===== src/hdl/aliu_pkg.sv =====
// aliu_pkg: constants shared by the audio link interrupt unit.
// assumes: 8-bit register port, addresses and data as printed.
package aliu_pkg;
	// register port and watched pin widths
	localparam int ADDR_W = 8;
	localparam int DATA_W = 8;
	localparam int PIN_W = 4;
	// register offsets
	localparam logic [ADDR_W-1:0] OFF_FLAGS = 8'h02;
	localparam logic [ADDR_W-1:0] OFF_CONFIG = 8'h53;
	// bit positions shared by the flag and configuration registers; polarity is in config only
	localparam int BIT_POL = 7;
	localparam int BIT_BROKEN = 6;
	localparam int BIT_POOR = 5;
	localparam int BIT_REMOTE = 4;
	localparam int BIT_PIN = 3;
	localparam int BIT_LOST_PACKET_COUNT = 2;
	localparam int BIT_WAKE = 1;
	// masks and special values
	localparam logic [DATA_W-1:0] FLAG_MASK = 8'h7E;
	localparam logic [DATA_W-1:0] CFG_MASK = 8'hFE;
	localparam logic [DATA_W-1:0] TX_ONLY_MASK = 8'h70;
	localparam logic [DATA_W-1:0] CLEAR_ALL = 8'h7F;
	localparam logic [DATA_W-1:0] QUALITY_FULL = 8'hFF;
	// reset values
	localparam logic [DATA_W-1:0] FLAGS_RST = 8'h00;
	localparam logic [DATA_W-1:0] CONFIG_RST = 8'h00;
	localparam logic [DATA_W-1:0] RDATA_RST = 8'h00;
	localparam logic [PIN_W-1:0] PINS_RST = 4'h0;
	localparam logic IRQ_RST = 1'b1;
endpackage


===== src/hdl/aliu_pin_if.sv =====
// aliu_pin_if: carries watched pins and their change pulse.
// assumes: main module drives pins and restart, detector drives changed.
`timescale 1ns/1ps
interface aliu_pin_if;
	logic [aliu_pkg::PIN_W-1:0] pins;
	logic restart;
	logic changed;
	modport main (output pins, output restart, input changed);
	modport det (input pins, input restart, output changed);
endinterface


===== src/hdl/aliu_pin_change.sv =====
// aliu_pin_change: flags any level change on the watched pins.
// assumes: pins synchronous to clk_i; restart when the source swaps.
`timescale 1ns/1ps
module aliu_pin_change (
	input wire logic clk_i,
	input wire logic rst_i,
	aliu_pin_if.det pin
);
	import aliu_pkg::*;

	typedef struct packed {
		logic [PIN_W-1:0] prev;
		logic armed;
	} aliu_det_s;

	aliu_det_s st;
	aliu_det_s next_st;
	logic [PIN_W-1:0] diff;

	// per-bit compare against the last sample
	genvar g;
	for (g = 0; g < PIN_W; g++) begin : g_bit
		assign diff[g] = st.prev[g] ^ pin.pins[g];
	end

	// no change is reported before a first sample is held
	assign pin.changed = st.armed & (|diff) & ~pin.restart;

	// sample pins; restart drops the stale reference
	always_comb begin
		next_st = st;
		next_st.prev = pin.pins;
		next_st.armed = ~pin.restart;
	end

	always_ff @(posedge clk_i) begin
		if (rst_i) begin
			st.prev <= PINS_RST;
			st.armed <= 1'b0;
		end else begin
			st <= next_st;
		end
	end
endmodule // aliu_pin_change


===== src/hdl/aliu_top.sv =====
// aliu_top: interrupt flags, configuration and request pin of the
// audio link device, for both transmitter and receiver roles.
// assumes: all inputs synchronous to clk_i; register port single
// cycle, read data valid the cycle after the read strobe.
`timescale 1ns/1ps

module aliu_top (
	input wire logic clk_i,
	input wire logic rst_i,
	input wire logic [aliu_pkg::ADDR_W-1:0] reg_addr_i,
	input wire logic [aliu_pkg::DATA_W-1:0] reg_wdata_i,
	input wire logic reg_wr_i,
	input wire logic reg_rd_i,
	output logic [aliu_pkg::DATA_W-1:0] reg_rdata_o,
	input wire logic role_tx_i,
	input wire logic slave_if_i,
	input wire logic powered_up_i,
	input wire logic link_broken_i,
	input wire logic remote_done_i,
	input wire logic wakeup_i,
	input wire logic [aliu_pkg::DATA_W-1:0] lost_in_14_frames_i,
	input wire logic [aliu_pkg::DATA_W-1:0] quality_warning_threshold_i,
	input wire logic [aliu_pkg::DATA_W-1:0] lost_packet_count_i,
	input wire logic [aliu_pkg::DATA_W-1:0] error_threshold_i,
	input wire logic [aliu_pkg::PIN_W-1:0] remote_input_pins_value_i,
	input wire logic [aliu_pkg::PIN_W-1:0] receiver_pin_io_value_i,
	output logic irq_o,
	output logic irq_oe_o
);
	import aliu_pkg::*;

	typedef struct packed {
		logic [DATA_W-1:0] flags;
		logic [DATA_W-1:0] cfg;
		logic [DATA_W-1:0] rdata;
		logic irq;
		logic oe;
		logic role_q;
	} aliu_state_s;

	aliu_state_s st;
	aliu_state_s next_st;
	aliu_pin_if pin ();
	logic [DATA_W-1:0] link_quality_level;
	logic [DATA_W-1:0] ev;
	logic [DATA_W-1:0] clr;
	logic wr_flags;
	logic wr_cfg;
	logic active;

	// pin-change detector on the role's watched pins
	aliu_pin_change u_pin_change (
		.clk_i(clk_i),
		.rst_i(rst_i),
		.pin(pin)
	);

	// watched pins follow the role; a role swap re-arms the detector
	assign pin.pins = role_tx_i ? remote_input_pins_value_i
		: receiver_pin_io_value_i;
	assign pin.restart = role_tx_i ^ st.role_q;

	// quality level from losses in the 14-frame window
	assign link_quality_level = QUALITY_FULL - lost_in_14_frames_i;

	// raw events this cycle, transmitter-only ones dropped in receiver
	always_comb begin
		ev = '0;
		ev[BIT_BROKEN] = link_broken_i;
		ev[BIT_POOR] = link_quality_level
			<= quality_warning_threshold_i;
		ev[BIT_REMOTE] = remote_done_i;
		ev[BIT_PIN] = pin.changed;
		ev[BIT_LOST_PACKET_COUNT] = lost_packet_count_i
			>= error_threshold_i;
		ev[BIT_WAKE] = wakeup_i;
		if (!role_tx_i) begin
			ev = ev & ~TX_ONLY_MASK;
		end
	end

	// register write decode
	assign wr_flags = reg_wr_i && (reg_addr_i == OFF_FLAGS);
	assign wr_cfg = reg_wr_i && (reg_addr_i == OFF_CONFIG);

	// write-one-to-clear mask; 0x7F therefore clears all flags
	assign clr = wr_flags ? (reg_wdata_i & FLAG_MASK) : '0;

	// next state: flags, configuration, read data and pin level
	always_comb begin
		next_st = st;
		next_st.role_q = role_tx_i;
		// set beats clear; flags are sticky and reads never clear
		next_st.flags = ((st.flags & ~clr) | ev)
			& FLAG_MASK;
		if (wr_cfg) begin
			next_st.cfg = reg_wdata_i & CFG_MASK;
		end
		// read data, one cycle after the strobe
		if (reg_rd_i && (reg_addr_i == OFF_FLAGS)) begin
			next_st.rdata = st.flags;
		end else if (reg_rd_i && (reg_addr_i == OFF_CONFIG)) begin
			next_st.rdata = st.cfg;
		end else if (reg_rd_i) begin
			next_st.rdata = '0;
		end
		next_st.oe = role_tx_i | slave_if_i;
		// wake-state when wakeup is enabled, else enabled flags
		if (next_st.cfg[BIT_WAKE]) begin
			active = powered_up_i;
		end else begin
			active = |(next_st.flags & next_st.cfg
				& FLAG_MASK);
		end
		next_st.irq = ~(active ^ next_st.cfg[BIT_POL]);
	end

	// state register
	always_ff @(posedge clk_i) begin
		if (rst_i) begin
			st.flags <= FLAGS_RST;
			st.cfg <= CONFIG_RST;
			st.rdata <= RDATA_RST;
			st.irq <= IRQ_RST;
			st.oe <= 1'b0;
			st.role_q <= 1'b0;
		end else begin
			st <= next_st;
		end
	end

	assign reg_rdata_o = st.rdata;
	assign irq_o = st.irq;
	assign irq_oe_o = st.oe;

	// assertion helpers
	logic pending;
	assign pending = |(st.flags & st.cfg & FLAG_MASK);
endmodule // aliu_top


===== config.mk =====
export PLATFORM = sky130hd
export DESIGN_NAME = aliu_top
export DESIGN_NICKNAME = d
export VERILOG_FILES = /design/src/hdl/aliu_pkg.sv /design/src/hdl/aliu_pin_if.sv /design/src/hdl/aliu_pin_change.sv /design/src/hdl/aliu_top.sv
export SDC_FILE = /design/constraint.sdc
export NUM_CORES = 1
export LEC_CHECK = 0
export BUFFER_PORTS_ARGS = -buffer_cell sky130_fd_sc_hd__buf_2
export CORE_AREA = 5 5 82 84
export CTS_CLUSTER_DIAMETER = 200
export DETAILED_ROUTE_END_ITERATION = 6
export DIE_AREA = 0 0 87 89
export GPL_ROUTABILITY_DRIVEN = 0
export SKIP_LAST_GASP = 1
export SLEW_MARGIN = 10
export SYNTH_ARGS = -nofsm -noshare
export SYNTH_HDL_FRONTEND = slang
export SYNTH_SLANG_ARGS = --single-unit

===== constraint.sdc =====
create_clock -name clk_i -period 5 [get_ports clk_i]
set_clock_uncertainty 0.1 [all_clocks]
set_input_delay 1 -clock clk_i [delete_from_list [all_inputs] [get_ports clk_i]]
set_output_delay 1 -clock clk_i [all_outputs]
set_load 0.1 [all_outputs]

==> impl_metrics.yaml <==
yosys:
  yosys.area_share.adder_pct: 11.6
  yosys_warnings: 0
  synth-xor-area-share_pct: 2.53
  synth_nets: 280
  syn_inst: 198
  async_reset_ff_share_pct: 0
  synth_top_area_cell: "dfxtp_1"
  synthFlopType: "dfxtp_1"
  synthSimpleGateAreaFrac_pct: 22.0
  synth-compound-area-share_pct: 13.2
  ys_ff_latch: 28
  ys_seq_area_share_pct: 32.4
  synth_mux_area_share_pct: 7.23
  synth_top_family_by_area: "simple AND/OR/NAND/NOR gates"
  syn-mean-instance-area_sq_um: 8.74
  synth_cell_types: 43
  yosys-top-cells-area: "dfxtp_1 (32%), ha_1 (12%), inv_1 (5.0%)"
  synth_top_area_share_pct: 32.4
  synth_edf_count: 0
  netlist_area_sq_mm: 0.00173
drt:
  topRoutingLayerUsed: "met4"
  met3_wirelength_um: 304
  drtPass1Iterations: 4
  vias_per_cell: 4.55
  wl_mm: 4.04
  drt-wirelength-per-cell_um: 12.1
  wl_met1_mm: 1.71
  vias: 1519
  first_iter_violations: 68
  met2_length_mm: 1.96
  ant_nets: 0
  drc: 0
clock_network:
  clk_latency_ps: 270
  cts_buffers: 3
  cts_max_path_buffers: 2
  clkSinkCount: 28
  cts_tree: "yes"
  cts_setup_buffers: 0
  htree_levels: 1
  cts-root-buf: "clkbuf_8"
  holdBufCountCts: 0
  cts_resized: 0
  clk_pin_slew_worst_paths_ps: 90
timing:
  finalMaxSlewViolations: 0
  fin_crit_ps: 2800
  fin_setup_tns_ps: 0
  grt_setup_unrepaired: "no"
  hold_viol_final: 0
  whs_ps: 397
  setup_viol: 0
  worst_pin_slew_ps: 570
  timing.fmax_mhz: 357
  fin_crit_sh_pct: 56.0
  slew_headroom_pct: 62.0
grt:
  grt_first_pass_wirelength_mm: 6.61
  antenna_found_initial: 0
  grt_max_degree: 32
  grtUsageTotal_pct: 10.6
  grt_overflow: 0
  grt_pass1_vias: 1481
layout:
  fill_cells: 637
  syn2layout_area_growth_pct: 23.1
  drive_above_1_share_pct: 32.4
  diodes: 0
  layout.nets: 343
  fin_util_pct: 36.4
floorplan:
  pin_count: 76
  fp.coreArea_sq_mm: 0.00585
  start_util_pct: 29.6
  rows: 28
  design.die.area_sq_mm: 0.00774
  chipHeight_um: 89
  die_w_um: 87
pwr:
  power_leakage_nw: 1.09
  powerDensity_mw_per_mm2: 222
  ir_drop_v: 0.000120
worst_hold_path:
  hold_path_depth: 2
  hold_class: "reg2reg"
  min_from: "st[22]$_SDFF_PP0_"
setup_path:
  cp_max_fo: 9
  r2r-start: "st[0]$_SDFF_PP0_"
  worstPathRequired_ps: 5070
  cp-start-kind: "input pin"
  critPathKind: "in2reg"
  ff2ff_path_depth: 7
  worstPathArrival_ps: 2870
  startpoint: "reg_addr_i[7]"
  cp-end-kind: "register"
placement:
  port_buffers: 73
  place_hpwl_mm: 3.38
run:
  cap_viol_max_count: 0
status:
  status: "finished, final reports clean"
[worst paths after layout]
check / endpoint / slack (ps)
worst max-delay path: irq_o$_SDFF_PP1_ / 2200
worst min register to register: st[22]$_SDFF_PP0_ / 400
worst max register to register: irq_o$_SDFF_PP1_ / 3370
worst min-delay path: st[22]$_SDFF_PP0_ / 400
[metal layers]
layer | vias to the layer above | GRT usage (%)
li1 | 800 | -
met1 | 670 | 13.4
met2 | 44 | 18.2
met3 | 5 | 2.03
met4 | 0 | 3.82
met5 | - | 0
[where the power goes]
| group | switching [mW] | leakage, nW | internal, mW |
|---|---|---|---|
| sequential | 0.00465 | 0.230 | 0.233 |
| combinational | 0.0678 | 0.839 | 0.0466 |
| clock | 0.0662 | 0.0216 | 0.0541 |
| total | 0.139 | 1.09 | 0.334 |
[cells by family after synthesis]
logic type | Yosys count
other | 1
AOI/OAI and AO/OA | 31
buffers and inverters | 38
adders and majority gates | 16
muxes | 12
DFF | 28
xor gates and xnor gates | 5
and+or+nand+nor | 67
[synth_stat cells (5+ instances only)]
| library cell | n |
|---|---|
| a221oi_1 | 6 |
| inv_1 | 23 |
| ha_1 | 16 |
| mux2i_1 | 8 |
| nand4_1 | 6 |
| a21oi_1 | 9 |
| nor2_1 | 22 |
| buf_4 | 9 |
| nand3_1 | 6 |
| dfxtp_1 | 28 |
| nor3_1 | 6 |
| nor2b_1 | 11 |
| nand2_1 | 5 |
[worst max-delay path: stages]
cell	delay (ps)
buf_2	110
nor4b_4	440
and2_1	390
nand3_1	120
a22o_1	220
a221oi_2	310
nand3_1	90
and3_1	180
[cells in the final DEF (no fill, tap or decap), drive strengths merged, types with 2 or more instances in the layout]
cell type / netlist / layout
a22o: 2 / 2
nand2b: 2 / 2
a22oi: 2 / 2
nand2: 5 / 5
nor3: 6 / 6
mux2i: 8 / 8
mux2: 4 / 4
nor2b: 11 / 11
nor2: 22 / 22
clkbuf: 0 / 3
a21oi: 9 / 9
nand4: 6 / 6
xor2: 4 / 4
ha: 16 / 16
buf: 15 / 73
dfxtp: 28 / 28
nand3: 7 / 7
and4: 2 / 2
a221oi: 7 / 7
nor4: 2 / 2
inv: 23 / 23
[cell type report]
| type | instances | area (sq um) | area share, % |
|---|---|---|---|
| clock buffers | 3 | 41.3 | 1.94 |
| well taps | 75 | 93.8 | 4.41 |
| multi-input cells | 132 | 982 | 46.1 |
| flip-flops and latches | 28 | 561 | 26.3 |
| repair buffers | 73 | 365 | 17.2 |
| inverters | 23 | 86.3 | 4.05 |
[sequential cells by signal, indices dropped and copies added, names as in the netlist]
register / flops
st: 14
reg_rdata_o: 7
u_pin_change.st: 5
irq_o: 1
irq_oe_o: 1
[metrics by stage]
stage / std cells / power, mW / instance area (sq um) / worst slack, ps
floorplan: 198 / 0.322 / 1730 / 2330
global placement: 331 / 0.357 / 2090 / 1900
detailed placement: 331 / 0.359 / 2090 / 1880
CTS: 334 / 0.479 / 2130 / 2180
global route: 334 / 0.502 / 2130 / 2020
finish: 334 / 0.472 / 2130 / 2200
Note: power is estimated with default switching activity, not from simulation.
